`src/logic/mmd_pkg.sv`:
```
// Constants for the memory map decoder: register offsets, field positions,
// reset values and address region codes.
// Assumes a 24-bit byte address space and 16-bit configuration registers.
package mmd_pkg;

  // ==========================================================
  // Register offsets in I/O space
  localparam logic [7:0] OFF_MEM_CFG = 8'h22;
  localparam logic [7:0] OFF_ROLL_A = 8'h24;
  localparam logic [7:0] OFF_ROLL_B = 8'h26;
  localparam logic [7:0] OFF_RANGE_A = 8'h28;
  localparam logic [7:0] OFF_RANGE_B = 8'h2A;

  // ==========================================================
  // Memory configuration bit positions
  localparam int BIT_BIOS_SHADOW = 0;
  localparam int BIT_BASE_640 = 3;
  localparam int BIT_DRAM_TYPE = 4;
  localparam int BIT_BANK_LO = 6;
  localparam int BIT_BANK_HI = 7;
  localparam int BIT_ROM_SIZE = 8;
  localparam int BIT_ADAPTER_SHADOW = 9;
  localparam int BIT_VIDEO_SHADOW = 10;
  localparam int BIT_VIDEO_RO = 11;
  localparam int BIT_FREEZE = 15;

  // ==========================================================
  // Compare register fields
  localparam int BIT_CMP_EN = 0;
  localparam int ROLL_MASK_LO = 1;
  localparam int ROLL_MASK_HI = 7;
  localparam int ROLL_DATA_LO = 9;
  localparam int ROLL_DATA_HI = 15;
  localparam int RANGE_MASK_LO = 3;
  localparam int RANGE_MASK_HI = 7;
  localparam int RANGE_DATA_LO = 11;
  localparam int RANGE_DATA_HI = 15;

  // ==========================================================
  // Reset values
  localparam logic [15:0] RST_MEM_CFG = 16'h0000;
  localparam logic [15:0] RST_ROLL = 16'h0000;
  localparam logic [15:0] RST_RANGE_A = 16'h0001;
  localparam logic [15:0] RST_RANGE_B = 16'h0000;

  // ==========================================================
  // Low megabyte segments and top ROM alias, address bits 23:17 (128K units)
  localparam logic [6:0] SEG_BASE_TOP = 7'h04;
  localparam logic [6:0] SEG_VIDEO = 7'h05;
  localparam logic [6:0] SEG_ADAPTER = 7'h06;
  localparam logic [6:0] SEG_BIOS = 7'h07;
  localparam logic [6:0] SEG_ROM_ALIAS = 7'h7F;

  // ROM 64K pages, address bits 23:16
  localparam logic [7:0] PAGE_LO_E = 8'h0E;
  localparam logic [7:0] PAGE_LO_F = 8'h0F;
  localparam logic [7:0] PAGE_HI_E = 8'hFE;
  localparam logic [7:0] PAGE_HI_F = 8'hFF;

  // Bank size in 512K units, address bits 23:19
  localparam logic [5:0] UNITS_1MBIT = 6'h04;
  localparam logic [5:0] UNITS_256K = 6'h01;

  // ==========================================================
  // Cycle tracker states
  typedef enum logic [0:0]
  {
    ST_IDLE = 1'b0,
    ST_IO = 1'b1
  } mmd_st_type;

endpackage

```
`src/logic/mmd_cmp_if.sv`:
```
// Carrier between the decoder and one masked address comparator.
// Assumes the comparator is purely combinational.
`timescale 1ns/1ps
interface mmd_cmp_if #(parameter int W = 7);
  logic [W-1:0] field;
  logic [W-1:0] mask;
  logic [W-1:0] cmpData;
  logic en;
  logic hit;
  modport unit(input field, input mask, input cmpData, input en,
    output hit);
  modport user(output field, output mask, output cmpData, output en,
    input hit);
endinterface

```
`src/logic/mmd_match.sv`:
```
// Masked address comparator used for roll and range compares.
// Assumes the user drives all compare inputs combinationally.
`timescale 1ns/1ps
module mmd_match
(
  mmd_cmp_if.unit c
);
  // Only bits with a mask one take part
  assign c.hit = c.en && ((c.field & c.mask) == (c.cmpData & c.mask));
endmodule

```
`src/logic/mmd_decoder.sv`:
```
// Memory map decoder: configuration, roll and range registers in I/O
// space, shadow policy, ROM and low megabyte selects, onboard hit.
// Assumes bus inputs synchronous to clk; one cycle per ads strobe.
//
// Function
// Configuration register at 22H, reset zero
// Bit 0 shadows E0000H-FFFFFH into DRAM
// Bit 3 picks 512K or 640K base
// Bit 4 marks one-megabit DRAM parts
// Bits 7:6 count banks, 00 one, 01 two
// Bank codes 10 three, 11 four
// Bit 8 picks 256K or 512K ROM
// Bit 9 shadows C0000H-DFFFFH into DRAM
// Bit 10 shadows A0000H-BFFFFH into DRAM
// Bit 11 makes shadowed video read-only
// Unfrozen: registers decoded, no bus status
// Frozen: registers hidden, status emitted, BIOS and adapter shadow read-only
// Freeze cleared only by reset
// Every write replaces all register bits
// Roll registers at 24H, 26H with fields
// Enabled roll match on A23:17 triggers remap
// Range registers 28H, 2AH; first enabled
// Enabled range match on A23:19 marks onboard
// BIOS shadow holds both ROM selects off
// 256K ROM: split selects over two pages
// 512K ROM: select zero only
// Low megabyte select, never on I/O
// System memory: no onboard hit, no next-address
// Writes land at cycle end, none when frozen
`timescale 1ns/1ps
module mmd_decoder
(
  // Clock and reset
  input wire logic clk,
  input wire logic arst_n,
  // Processor bus
  input wire logic adsN,
  input wire logic [23:1] addr,
  input wire logic memIo,
  input wire logic wrRd,
  input wire logic cycleEnd,
  input wire logic [15:0] dataIn,
  output logic [15:0] dataOut,
  output logic dataOe,
  // Decode outputs
  output logic romSel0N,
  output logic romSel1N,
  output logic lowMegSelN,
  output logic onboardMemHit,
  output logic nextAddrReqN,
  output logic rollHit,
  output logic shadowWriteBlock,
  // Bus status
  output logic busStatusZeroN,
  output logic busStatusOneN
);

  typedef struct packed
  {
    mmd_pkg::mmd_st_type st;
    logic [15:0] memCfg;
    logic [15:0] rollA;
    logic [15:0] rollB;
    logic [15:0] rangeA;
    logic [15:0] rangeB;
    logic [7:0] ioOff;
    logic ioWr;
    logic [15:0] dataOut;
    logic dataOe;
    logic romSel0N;
    logic romSel1N;
    logic lowMegSelN;
    logic onboardMemHit;
    logic nextAddrReqN;
    logic rollHit;
    logic shadowWriteBlock;
    logic statZeroN;
    logic statOneN;
  } mmd_state_type;

  mmd_state_type s;
  mmd_state_type next_s;

  // ==========================================================
  // Configuration fields
  wire logic biosSh = s.memCfg[mmd_pkg::BIT_BIOS_SHADOW];
  wire logic base640 = s.memCfg[mmd_pkg::BIT_BASE_640];
  wire logic dramType = s.memCfg[mmd_pkg::BIT_DRAM_TYPE];
  wire logic [1:0] bankCount =
    s.memCfg[mmd_pkg::BIT_BANK_HI:mmd_pkg::BIT_BANK_LO];
  wire logic rom_size_sel = s.memCfg[mmd_pkg::BIT_ROM_SIZE];
  wire logic adSh = s.memCfg[mmd_pkg::BIT_ADAPTER_SHADOW];
  wire logic vidSh = s.memCfg[mmd_pkg::BIT_VIDEO_SHADOW];
  wire logic vidRo = s.memCfg[mmd_pkg::BIT_VIDEO_RO];
  wire logic frozen = s.memCfg[mmd_pkg::BIT_FREEZE];

  // ==========================================================
  // Comparators
  mmd_cmp_if #(.W(7)) rollIf [2] ();
  mmd_cmp_if #(.W(5)) rangeIf [2] ();
  logic [15:0] rollReg [2];
  logic [15:0] rangeReg [2];

  assign rollReg[0] = s.rollA;
  assign rollReg[1] = s.rollB;
  assign rangeReg[0] = s.rangeA;
  assign rangeReg[1] = s.rangeB;

  for (genvar i = 0; i < 2; i++)
  begin : g_cmp
    // Roll compare on A23:17
    assign rollIf[i].field = addr[23:17];
    assign rollIf[i].mask =
      rollReg[i][mmd_pkg::ROLL_MASK_HI:mmd_pkg::ROLL_MASK_LO];
    assign rollIf[i].cmpData =
      rollReg[i][mmd_pkg::ROLL_DATA_HI:mmd_pkg::ROLL_DATA_LO];
    assign rollIf[i].en = rollReg[i][mmd_pkg::BIT_CMP_EN];
    mmd_match u_roll (.c(rollIf[i]));
    // Range compare on A23:19
    assign rangeIf[i].field = addr[23:19];
    assign rangeIf[i].mask =
      rangeReg[i][mmd_pkg::RANGE_MASK_HI:mmd_pkg::RANGE_MASK_LO];
    assign rangeIf[i].cmpData =
      rangeReg[i][mmd_pkg::RANGE_DATA_HI:mmd_pkg::RANGE_DATA_LO];
    assign rangeIf[i].en = rangeReg[i][mmd_pkg::BIT_CMP_EN];
    mmd_match u_range (.c(rangeIf[i]));
  end

  // ==========================================================
  // Address decode
  wire logic newCycle = !adsN;
  wire logic lowMeg = (addr[23:20] == 4'h0);
  wire logic [6:0] seg = addr[23:17];
  wire logic [7:0] page = addr[23:16];
  logic sel0;
  logic sel1;
  logic inHole;
  logic [5:0] dramTop;
  logic belowTop;
  wire logic rollAny = memIo && (rollIf[0].hit || rollIf[1].hit);
  wire logic rangeAny = rangeIf[0].hit || rangeIf[1].hit;
  logic onboard;
  logic wrBlock;
  logic [7:0] ioOff;
  logic ioInWindow;
  logic regAccess;
  logic [15:0] rdData;

  assign sel0 = memIo && !biosSh && (rom_size_sel ?
    (seg == mmd_pkg::SEG_BIOS || seg == mmd_pkg::SEG_ROM_ALIAS) :
    (page == mmd_pkg::PAGE_LO_E || page == mmd_pkg::PAGE_HI_E));
  assign sel1 = memIo && !biosSh && !rom_size_sel &&
    (page == mmd_pkg::PAGE_LO_F || page == mmd_pkg::PAGE_HI_F);

  // Low megabyte segments left out of DRAM: 512K-640K base top, video, adapter, BIOS unless enabled
  assign inHole = lowMeg &&
    ((seg == mmd_pkg::SEG_BASE_TOP && !base640) ||
    (seg == mmd_pkg::SEG_VIDEO && !vidSh) ||
    (seg == mmd_pkg::SEG_ADAPTER && !adSh) ||
    (seg == mmd_pkg::SEG_BIOS && !biosSh));

  // Installed DRAM top in 512K units from bank count and part type
  assign dramTop = 6'((6'(bankCount) + 6'h01) *
    (dramType ? mmd_pkg::UNITS_1MBIT : mmd_pkg::UNITS_256K));
  assign belowTop = ({1'b0, addr[23:19]} < dramTop);

  assign onboard = memIo && (rollAny ||
    (rangeAny && belowTop && !inHole && !sel0 && !sel1));

  // Shadow areas read-only once frozen; video by its own bit
  assign wrBlock = memIo && wrRd && lowMeg &&
    ((frozen && seg == mmd_pkg::SEG_BIOS && biosSh) ||
    (frozen && seg == mmd_pkg::SEG_ADAPTER && adSh) ||
    (seg == mmd_pkg::SEG_VIDEO && vidSh && vidRo));

  assign ioOff = {addr[7:1], 1'b0};
  assign ioInWindow = !memIo && (addr[15:8] == 8'h00) &&
    (ioOff >= mmd_pkg::OFF_MEM_CFG) && (ioOff <= mmd_pkg::OFF_RANGE_B);
  assign regAccess = ioInWindow && !frozen;

  always_comb
  begin
    unique case (ioOff)
      mmd_pkg::OFF_MEM_CFG: rdData = s.memCfg;
      mmd_pkg::OFF_ROLL_A: rdData = s.rollA;
      mmd_pkg::OFF_ROLL_B: rdData = s.rollB;
      mmd_pkg::OFF_RANGE_A: rdData = s.rangeA;
      mmd_pkg::OFF_RANGE_B: rdData = s.rangeB;
      default: rdData = 16'h0000;
    endcase
  end

  // ==========================================================
  // Next state
  always_comb
  begin
    next_s = s;
    // Status ends with the bus cycle
    if (cycleEnd)
    begin
      next_s.statZeroN = 1'b1;
      next_s.statOneN = 1'b1;
    end
    unique case (s.st)
      mmd_pkg::ST_IDLE:
      begin
        if (newCycle)
        begin
          next_s.romSel0N = !sel0;
          next_s.romSel1N = !sel1;
          next_s.lowMegSelN = !(memIo && lowMeg);
          next_s.onboardMemHit = onboard;
          next_s.nextAddrReqN = !onboard;
          next_s.rollHit = rollAny;
          next_s.shadowWriteBlock = wrBlock;
          // Status for system memory and foreign I/O only
          next_s.statZeroN = onboard || regAccess || !wrRd;
          next_s.statOneN = onboard || regAccess || wrRd;
          if (regAccess)
          begin
            next_s.st = mmd_pkg::ST_IO;
            next_s.ioOff = ioOff;
            next_s.ioWr = wrRd;
            next_s.dataOut = rdData;
            next_s.dataOe = !wrRd;
          end
        end
      end
      mmd_pkg::ST_IO:
      begin
        if (cycleEnd)
        begin
          next_s.st = mmd_pkg::ST_IDLE;
          next_s.dataOe = 1'b0;
          if (s.ioWr)
          begin
            // Whole word replaced, no merge
            unique case (s.ioOff)
              mmd_pkg::OFF_MEM_CFG: next_s.memCfg = dataIn;
              mmd_pkg::OFF_ROLL_A: next_s.rollA = dataIn;
              mmd_pkg::OFF_ROLL_B: next_s.rollB = dataIn;
              mmd_pkg::OFF_RANGE_A: next_s.rangeA = dataIn;
              mmd_pkg::OFF_RANGE_B: next_s.rangeB = dataIn;
              default: next_s.memCfg = s.memCfg;
            endcase
          end
        end
      end
    endcase
  end

  // ==========================================================
  // State register
  always_ff @(posedge clk or negedge arst_n)
  begin
    if (!arst_n)
    begin
      s <= '0;
      s.st <= mmd_pkg::ST_IDLE;
      s.memCfg <= mmd_pkg::RST_MEM_CFG;
      s.rollA <= mmd_pkg::RST_ROLL;
      s.rollB <= mmd_pkg::RST_ROLL;
      s.rangeA <= mmd_pkg::RST_RANGE_A;
      s.rangeB <= mmd_pkg::RST_RANGE_B;
      s.romSel0N <= 1'b1;
      s.romSel1N <= 1'b1;
      s.lowMegSelN <= 1'b1;
      s.nextAddrReqN <= 1'b1;
      s.statZeroN <= 1'b1;
      s.statOneN <= 1'b1;
    end
    else
    begin
      s <= next_s;
    end
  end

  assign dataOut = s.dataOut;
  assign dataOe = s.dataOe;
  assign romSel0N = s.romSel0N;
  assign romSel1N = s.romSel1N;
  assign lowMegSelN = s.lowMegSelN;
  assign onboardMemHit = s.onboardMemHit;
  assign nextAddrReqN = s.nextAddrReqN;
  assign rollHit = s.rollHit;
  assign shadowWriteBlock = s.shadowWriteBlock;
  assign busStatusZeroN = s.statZeroN;
  assign busStatusOneN = s.statOneN;
endmodule

```
`config.mk`:
```
export PLATFORM = sky130hd
export DESIGN_NAME = mmd_decoder
export DESIGN_NICKNAME = d
export VERILOG_FILES = /design/src/logic/mmd_pkg.sv /design/src/logic/mmd_cmp_if.sv /design/src/logic/mmd_match.sv /design/src/logic/mmd_decoder.sv
export SDC_FILE = /design/constraint.sdc
export NUM_CORES = 1
export LEC_CHECK = 0
export BUFFER_PORTS_ARGS = -buffer_cell sky130_fd_sc_hd__buf_2
export CAP_MARGIN = 20
export CORE_MARGIN = 3
export CORE_UTILIZATION = 30
export DETAILED_ROUTE_END_ITERATION = 12
export GPL_TIMING_DRIVEN = 0
export SKIP_CTS_REPAIR_TIMING = 1
export SLEW_MARGIN = 0
export SYNTH_ARGS = -nofsm -noshare
export SYNTH_HDL_FRONTEND = slang
export SYNTH_HIERARCHICAL = 1
export SYNTH_SLANG_ARGS = --single-unit
```
`constraint.sdc`:
```
create_clock -name clk -period 2.3 [get_ports clk]
set_input_delay 0.46 -clock clk [delete_from_list [all_inputs] [get_ports clk]]
set_output_delay 0.46 -clock clk [all_outputs]
set_load 0.02 [all_outputs]
```
# After elaboration in Yosys (flattened, before gate mapping)
# Cells that the tools add are included.
# op_classes
n_addsub	1
muxes	19
mul	1
magnitude_cmp	3
reduce_logical	70
eq_ne	26
bitwise	10
# ops
cell	n
$mux W81	1
$mux W16	5
$mux W80	1
$pmux W16 S5	1
$eq A7 B5 Y1 const B	10
$logic_and A1 B1 Y1	33
$and A7 B7 Y7	4
$eq A7 B3 Y1 const B	4
$and A5 B5 Y5	4
$reduce_and A4 Y1	5
$eq A8 B4 Y1 const B	2
$eq A8 B8 Y1 const B	2
$eq A7 B7 Y1	2
$logic_or A1 B1 Y1	14
$logic_not A1 Y1	13
$eq A5 B5 Y1	2
$mux W10	1
$ge A8 B6 Y1 const B	1
$le A8 B6 Y1 const B	1
$logic_not A8 Y1	1
$eq A7 B7 Y1 const B	1
$lt A5 B6 Y1	1
$mul A3 B3 Y6	1
$ne A2 B2 Y1 const B	3
other kinds (9)	17
# word_totals
reg_bits	115
input_bits	45
word_cells	149
out_inout_bits	26

# Longest topological paths before layout
# Gate-level depths: netlist of run 1.
# logic_depth
word_depth	16
mapped_depth	11
ltp_nobuf	11

# Modules after synthesis
# The synthesis of run 1 kept the hierarchy.
# modules_own_cells
module	cells_each	n_inst	seq_area_each_um2	area_each_um2
mmd_decoder	433	1	2886.5	5475.3
mmd_match (g_cmp[0].u_roll ...)	12	2	0.0	100.1
mmd_match (g_cmp[0].u_range ...)	9	2	0.0	71.3

# Worst setup path before layout of run 1
# OpenSTA, ideal clock, no wires.
# synth_path
kind	flip-flop to flip-flop
from	register s (netlist bit bankCount[0])
to	register s (netlist bit busStatusOneN)
setup_slack_ns	0.193
t_arrival_ns	2.030
period_less_slack_ns	2.107
setup_ns	0.078
t_required_ns	2.222
n_path_buf	0
path_stages_with_launch	11
path_cell_list	dfrtp_1 > ha_1 > and2_1 > ha_1 > inv_1 > ha_1 > a21oi_1 > nor3b_1 > nor3_1 > a41oi_1 > a31oi_1
# synth_rtl
item	line	source
start, declared	mmd_decoder.sv:81	mmd_state_type s;
start signal, assigned	mmd_decoder.sv:274	s <= next_s;

==> out/results.txt, run 1 <==
Clock Skew = 0.008679 ns
Drt drc = 0
Crit-path max FO = 4
Reg2reg setup slack = 0.08 ns
Fillers = 1846
Slew Limit Fails = 0
WL final = 15950 µm
Cells after Synth = 475
Post-Synth XOR/XNOR Area = 0.03613
Syn Nets = 527
Area after DPL = 0.006519 mm²
# IOs = 71
Pin count of the biggest net entering global routing = 61
Iteration-0 DRC count of the detailed router = 278
Finished Layout Cells = 847
Status = finished, final reports clean
Warning count from the yosys run = 6
Starting Density = 0.3079
P_leak = 3.538 nW
Hpwl dp = 11500 µm
Final GP Congestion = 0.8704
I/O Buffers = 69
Crit-path cells = ha_4 -> and2_4 -> ha_1 -> inv_2 -> ha_4 -> a21oi_4 -> nor3b_2 -> nor3_2 -> a41oi_2 -> a31oi_1
Dpl ws = -0.3729 ns
Final WS setup = 0.07789 ns
Critical path capture point type = flip-flop
VDD IR max = 0.3881 mV
Endpoints failing setup = 0
Post-route cell area = 0.007251 mm²
EDFF count, synth = 0
Period utilisation layout = 0.9661
Commonest non-fill, non-tap cells in the layout = 107 x dfrtp_1, 77 x buf_2, 71 x mux2_2, 36 x mux2i_1, 35 x a21oi_1
Synth Area in Simple Gates = 0.08925
Pwr Density = 680.3 mW/mm²
Yosys reg bits = 115
Critical path arrival = 2.56 ns
Inst Count DP = 805
Wire per inst = 18.83 µm
Die W = 145.3 µm
Setup TNS = 0 ns
Synthesized cell area = 0.005818 mm²
Clk sinks = 115
Worst setup path category = reg2reg
First-pass GRT wire length = 24980 µm
Crit path time final = 2.222 ns
TritonRoute pass-1 iters = 5
Vias/cell = 4.926
Fraction of registers with async set/reset = 1.000
Share of cells above drive strength 1 = 0.4259
CTS tree = built
DIE AREA = 0.02110 mm²
Mux contribution to synthesized area = 0.2290
Req. time, crit path = 2.63 ns
Max Cap Violations = 0
FP Rows = 50
Commonest non-fill, non-tap cell in the layout = dfrtp_1
Post-Synth Adder-Cell Area = 0.01505
N_diodes = 0
Core area = 0.01889 mm²
Clk slew on worst S/H paths = 0.05 ns
Critical Path Max Stage Delay = 0.44 ns
Slowest CP cell = dfrtp_2
Complex-gate fraction of the synthesized area = 0.08538
Num CTS Buffers = 17
Max frequency = 450.0 MHz
Crit start category = flip-flop
Vias = 4172
Total track usage = 0.1521
Synth cell types = 51
Worst slew pin tran = 0.7276 ns
Most used cell along the critical path = ha_4
Final ANT Viol Nets = 0
Largest family of logic cells by synthesized area = multiplexers
Hold crit path type = in2async
Vias in the first global route = 4357
Slew HR = 0.5149
Post-synthesis sequential area ratio = 0.4961
Global route overflow = 0
CTS Buffer Depth = 2
Syn_area_per_cell = 12.25 µm²
DIE HEIGHT = 145.3 µm
Post-synth top flop = dfrtp_1
Power, Total = 4.932 mW
Area Growth Syn to Fin = 24.62%
Initial antenna violation count = 1
CTS Root Cell = clkbuf_16
Layout Nets = 626
Clock latency on the worst-skew pair = 0.42 ns
Fin. Hold Viols = 0
H-tree Lvls = 4
-- registers in the layout, summed over array words and instances (netlist names), 2 cells and up --
register and cells:
s 17, rollIf.mask 14, rollReg 2, rollIf.cmpData 14, dataOut 16, rangeIf.en 2, rangeIf.cmpData 10, rangeReg 10
rangeIf.mask 10, rollIf.en 2, bankCount 2
-- cell type report --
type                    instances  area [µm²]  area share
flip-flops and latches        115        2888      0.3983
plain buffers                  37       251.5     0.03469
clock buffers                  18       429.2     0.05919
multi-input cells             315        2713      0.3741
clock inverters                14       163.9     0.02261
inverters                       8       30.03    0.004142
well taps                     260       325.3     0.04487
repair buffers                 80       450.4     0.06212
-- metal layers --
metal	GRT usage	share of wire
met5	0	0.00044
met4	0.04986	0.023
met3	0.04560	0.054
met2	0.2447	0.47
met1	0.1966	0.45
-- metrics by stage --
| stage | util | hold slack (ns) |
|---|---|---|
| after CTS | 0.3764 | 0.1306 |
| final | 0.3838 | 0.1129 |
| after detailed placement | 0.3450 | 0.4689 |
| after global placement | 0.3434 | 0.4548 |
| after global routing | 0.3838 | 0.1605 |
| after floorplan | - | 0.1644 |
-- logic make-up after synthesis --
family	Yosys count
other	1
AO/OA/AOI/OAI	83
adder cells (fa/ha/maj)	7
flip-flops	115
AND/OR/NAND/NOR	81
multiplexers	119
buffers and inverters	45
XOR/XNOR	24
-- critical path, delay by kind of cell (launching register included) --
| family | cells | cell delay, ns |
|---|---|---|
| adder cells (fa/ha/maj) | 3 | 0.70 |
| buffers and inverters | 1 | 0.07 |
| AO/OA/AOI/OAI | 3 | 0.55 |
| flip-flops | 1 | 0.44 |
| AND/OR/NAND/NOR | 3 | 0.38 |
-- synthesized netlist by cell type (8+ instances only) --
cell,n,area [µm²]
mux2_2,71,799.5
nor2_1,26,97.59
xor2_1,24,210.2
dfrtp_1,108,2703
buf_2,9,45.04
inv_1,8,30.03
nand2_1,9,33.78
o22ai_1,16,100.1
mux2_4,10,150.1
a21oi_1,36,180.2
buf_4,18,135.1
mux2i_1,36,360.4
a22oi_1,10,75.07
-- final timing paths --
check                                    startpoint                   endpoint  depth (start not counted)
setup / recovery           bankCount[0]$_DFFE_PN0P_   busStatusZeroN$_DFF_PN1_                         10
hold / removal                               arst_n     dataOut[6]$_DFFE_PN0P_                          1
setup reg to reg           bankCount[0]$_DFFE_PN0P_   busStatusZeroN$_DFF_PN1_                         10
hold reg to reg                   s[32]$_DFFE_PN0P_          s[32]$_DFFE_PN0P_                          1
max in group asynchronous                    arst_n  rangeIf[0].en$_DFFE_PN1P_                          2
min in group clk                               wrRd   busStatusZeroN$_DFF_PN1_                          2
-- report_power, final --
group	switching [mW]	leakage, nW	total (mW)	internal [mW]
combinational	0.166	1.68	0.250	0.0842
sequential	0.00389	1.57	2.04	2.04
clock	0.949	0.285	2.64	1.69
total	1.12	3.54	4.93	3.81
Note: power is estimated with default switching activity, not from simulation.
==> run 2, diff against run 1 <==
--- a/config.mk
+++ b/config.mk
@@ -5,6 +5,7 @@
 export SDC_FILE = /design/constraint.sdc
 export NUM_CORES = 1
 export LEC_CHECK = 0
+export ABC_AREA = 1
 export BUFFER_PORTS_ARGS = -buffer_cell sky130_fd_sc_hd__buf_2
 export CAP_MARGIN = 20
 export CORE_MARGIN = 3
==> out/results.txt, run 2 <==
Status = finished, final reports clean
Final WS setup = 0.2086 ns (+0.1307 ns)
Largest Register = s
Max FFs per register = 17 (unchanged)
Worst setup path category = reg2reg
P_leak = 3.685 nW (+4.2%)
Total track usage = 0.1765 (+0.02440)
Synthesized cell area = 0.006068 mm² (+4.3%)
Critical path arrival = 2.46 ns (-0.10 ns)
Finished Core Util = 0.3809 (-0.002886)
Iteration-0 DRC count of the detailed router = 411 (+48%)
WL final = 18880 µm (+18%)
Clock Skew = 0.008149 ns (-0.0005297 ns)
Crit start category = flip-flop
CP startpoint = bankCount[0]$_DFFE_PN0P_
Hold Path Origin = cycleEnd
DIE HEIGHT = 148.2 µm (+2.0%)
EDFF count, synth = 0 (unchanged)
# IOs = 71 (unchanged)
CTS Root Cell = clkbuf_16
TritonRoute pass-1 iters = 5 (unchanged)
Yosys reg bits = 115 (unchanged)
RSZ-0062 raised after global routing = no
Clk sinks = 115 (unchanged)
Wire per inst = 15.81 µm (-16%)
Commonest non-fill, non-tap cell in the layout = nand2_1
Clock latency on the worst-skew pair = 0.42 ns (about the same)
Largest cells by area after synthesis = dfrtp_1 45%, nand2_1 16%, nand3_1 7.6%
Synth area leader = dfrtp_1
Most common cell in the netlist = nand2_1
Core area = 0.01965 mm² (+4.0%)
FP Rows = 51 (+2.0%)
Initial antenna violation count = 0 (-1)
Synth cell types = 28 (-45%)
Max frequency = 478.1 MHz (+6.2%)
Yosys top cell area share = 0.4454 (-0.01916)
Area Growth Syn to Fin = 23.36%
Area of the multi-input gates = 0.002714 mm² (about the same)
Post-synth top flop = dfrtp_1
Reg2reg setup slack = 0.21 ns (+0.13 ns)
H-tree Lvls = 4 (unchanged)
Global route overflow = 0 (unchanged)
Cells after Synth = 823 (+73%)
Share of cells above drive strength 1 = 0.1625 (-0.2634)
Pwr Density = 695.3 mW/mm² (+2.2%)
Warning count from the yosys run = 6 (unchanged)
Req. time, crit path = 2.67 ns (+0.04 ns)
Setup TNS = 0 ns (unchanged)
Dpl ws = 0.03927 ns (+0.4122 ns)
Critical path capture point type = flip-flop
Post-synthesis sequential area ratio = 0.4757 (-0.02046)
Final GP Congestion = 0.9386 (+7.8%)
Max Cap Violations = 0 (unchanged)
Hold crit path type = in2reg
Slew Limit Fails = 0 (unchanged)
Syn_area_per_cell = 7.373 µm² (-40%)
Die W = 148.2 µm (+2.0%)
Num CTS Buffers = 17 (unchanged)
Endpoints failing setup = 0 (unchanged)
Top post-synthesis cells by count = 255 x nand2_1, 108 x dfrtp_1, 92 x nand3_1, 89 x o21ai_0, 86 x nor2_1
Fraction of registers with async set/reset = 1.000 (unchanged)
I/O Buffers = 70 (+1.4%)
RR Endpoint = busStatusOneN$_DFF_PN1_
Vias/cell = 4.778 (-3.0%)
Worst slew pin tran = 0.6959 ns (-0.03169 ns)
Slew HR = 0.5344 (+0.01941)
Crit-path max FO = 4 (unchanged)
Fillers = 2104 (+14%)
Final ANT Viol Nets = 0 (unchanged)
Drt drc = 0 (unchanged)
Layout Nets = 968 (+55%)
Crit path time final = 2.091 ns (-0.1307 ns)
Fin. Hold Viols = 0 (unchanged)
DIE AREA = 0.02197 mm² (+4.1%)
N_diodes = 0 (unchanged)
Clk slew on worst S/H paths = 0.06 ns (about the same)
Starting Density = 0.3088 (+0.0008128)
Storage element area = 0.002888 mm² (unchanged)
FF-to-FF path depth = 15 (+5)
Syn Nets = 875 (+66%)
Hold Crit Depth = 2
CTS Buffer Depth = 2 (unchanged)
Pin count of the biggest net entering global routing = 81 (+33%)
Period utilisation layout = 0.9093 (-0.05683)
Worst reg2reg startpoint = bankCount[0]$_DFFE_PN0P_
Vias = 5705 (+37%)
VDD IR max = 0.3374 mV (-13%)
Hpwl dp = 13980 µm (+22%)
Commonest non-fill, non-tap cells in the layout = 255 x nand2_1, 107 x dfrtp_1, 90 x nand3_1, 89 x o21ai_0, 85 x nor2_1
Vias in the first global route = 5548 (+27%)
First-pass GRT wire length = 30000 µm (+20%)
Hold Path Sink = s[115]$_DFF_PN0_
CTS tree = built
==> run 2: cell types whose count changed in the layout (fill, tap and decap cells not counted), moves of 36 or more <==
cell	before	now
nand2_1	9	255
nand3_1	5	90
o21ai_0	7	89
mux2_2	71	0
inv_1	7	66
nor2_1	26	85
mux2i_1	36	0
==> run 2: where the power goes <==
part	total [mW]	leakage (nW)	internal, mW	switching [mW]
Combinational	0.286	1.82	0.0792	0.206
Sequential	2.05	1.56	2.04	0.00534
Clock	2.87	0.304	1.94	0.929
Total	5.20	3.68	4.06	1.14
==> run 2: critical path, cell delays in order, from the launching register on <==
cell and delay [ns]:
dfrtp_2 0.42, ha_4 0.24, nand2_1 0.05, inv_1 0.04, ha_1 0.27, inv_2 0.07
ha_4 0.19, a21oi_2 0.12, nor2_1 0.04, nor2_1 0.09, nand2_1 0.07, nor2_2 0.12
nand3_2 0.12, nand3_1 0.10, nand2_1 0.05, inv_1 0.04
==> run 2: cell families (layout without fill, tap and decap cells) <==
| family | count (synthesis) | in the layout | share of synthesized area |
|---|---|---|---|
| flip-flops | 115 | 115 | 0.4757 |
| AND/OR/NAND/NOR | 473 | 473 | 0.3346 |
| adder cells (fa/ha/maj) | 7 | 7 | 0.01443 |
| buffers and inverters | 117 | 223 | 0.08392 |
| other | 1 | 1 | 0.0006180 |
| AO/OA/AOI/OAI | 110 | 110 | 0.09072 |
==> run 2: cell type report <==
cell class / instances / area share
Sequential cell: 115 / 0.3858
Inverter: 70 / 0.03510
Clock buffer: 22 / 0.06067
Clock inverter: 10 / 0.02407
Multi-Input combinational cell: 591 / 0.3625
Timing Repair Buffer: 74 / 0.05465
Tap cell: 265 / 0.04429
Buffer: 47 / 0.03293
==> run 2: how the worst max path moves through the flow <==
stage	slack (ns)	cells after the start	end
global route	0.006	15	busStatusZeroN$_DFF_PN1_
floorplan	0.27	15	busStatusZeroN$_DFF_PN1_
global placement	-0.68	1	rangeIf[1].cmpData[2]$_DFFE_PN0P_
detailed placement	0.04	11	dataOut[12]$_DFFE_PN0P_
finish	0.21	15	busStatusOneN$_DFF_PN1_
CTS	0.03	15	busStatusZeroN$_DFF_PN1_
==> run 2: stage by stage <==
stage	hold slack, ns	instance area, µm²	instances	total power [mW]
2_1_floorplan	0.1644	6068	823	2.198
3_3_place_gp	0.4526	6750	1158	2.354
3_5_place_dp	0.3813	6784	1159	2.365
4_1_cts	-0.06626	7418	1191	5.233
5_1_grt	0.2837	7486	1194	5.347
6_report	0.2714	7486	1194	5.205
==> run 2: layer usage <==
metal,vias to the layer above,part of all wire,track usage
li1,2809,-,-
met1,2674,0.44,0.2294
met2,191,0.47,0.2887
met3,31,0.065,0.03656
met4,0,0.025,0.07159
met5,-,0,0
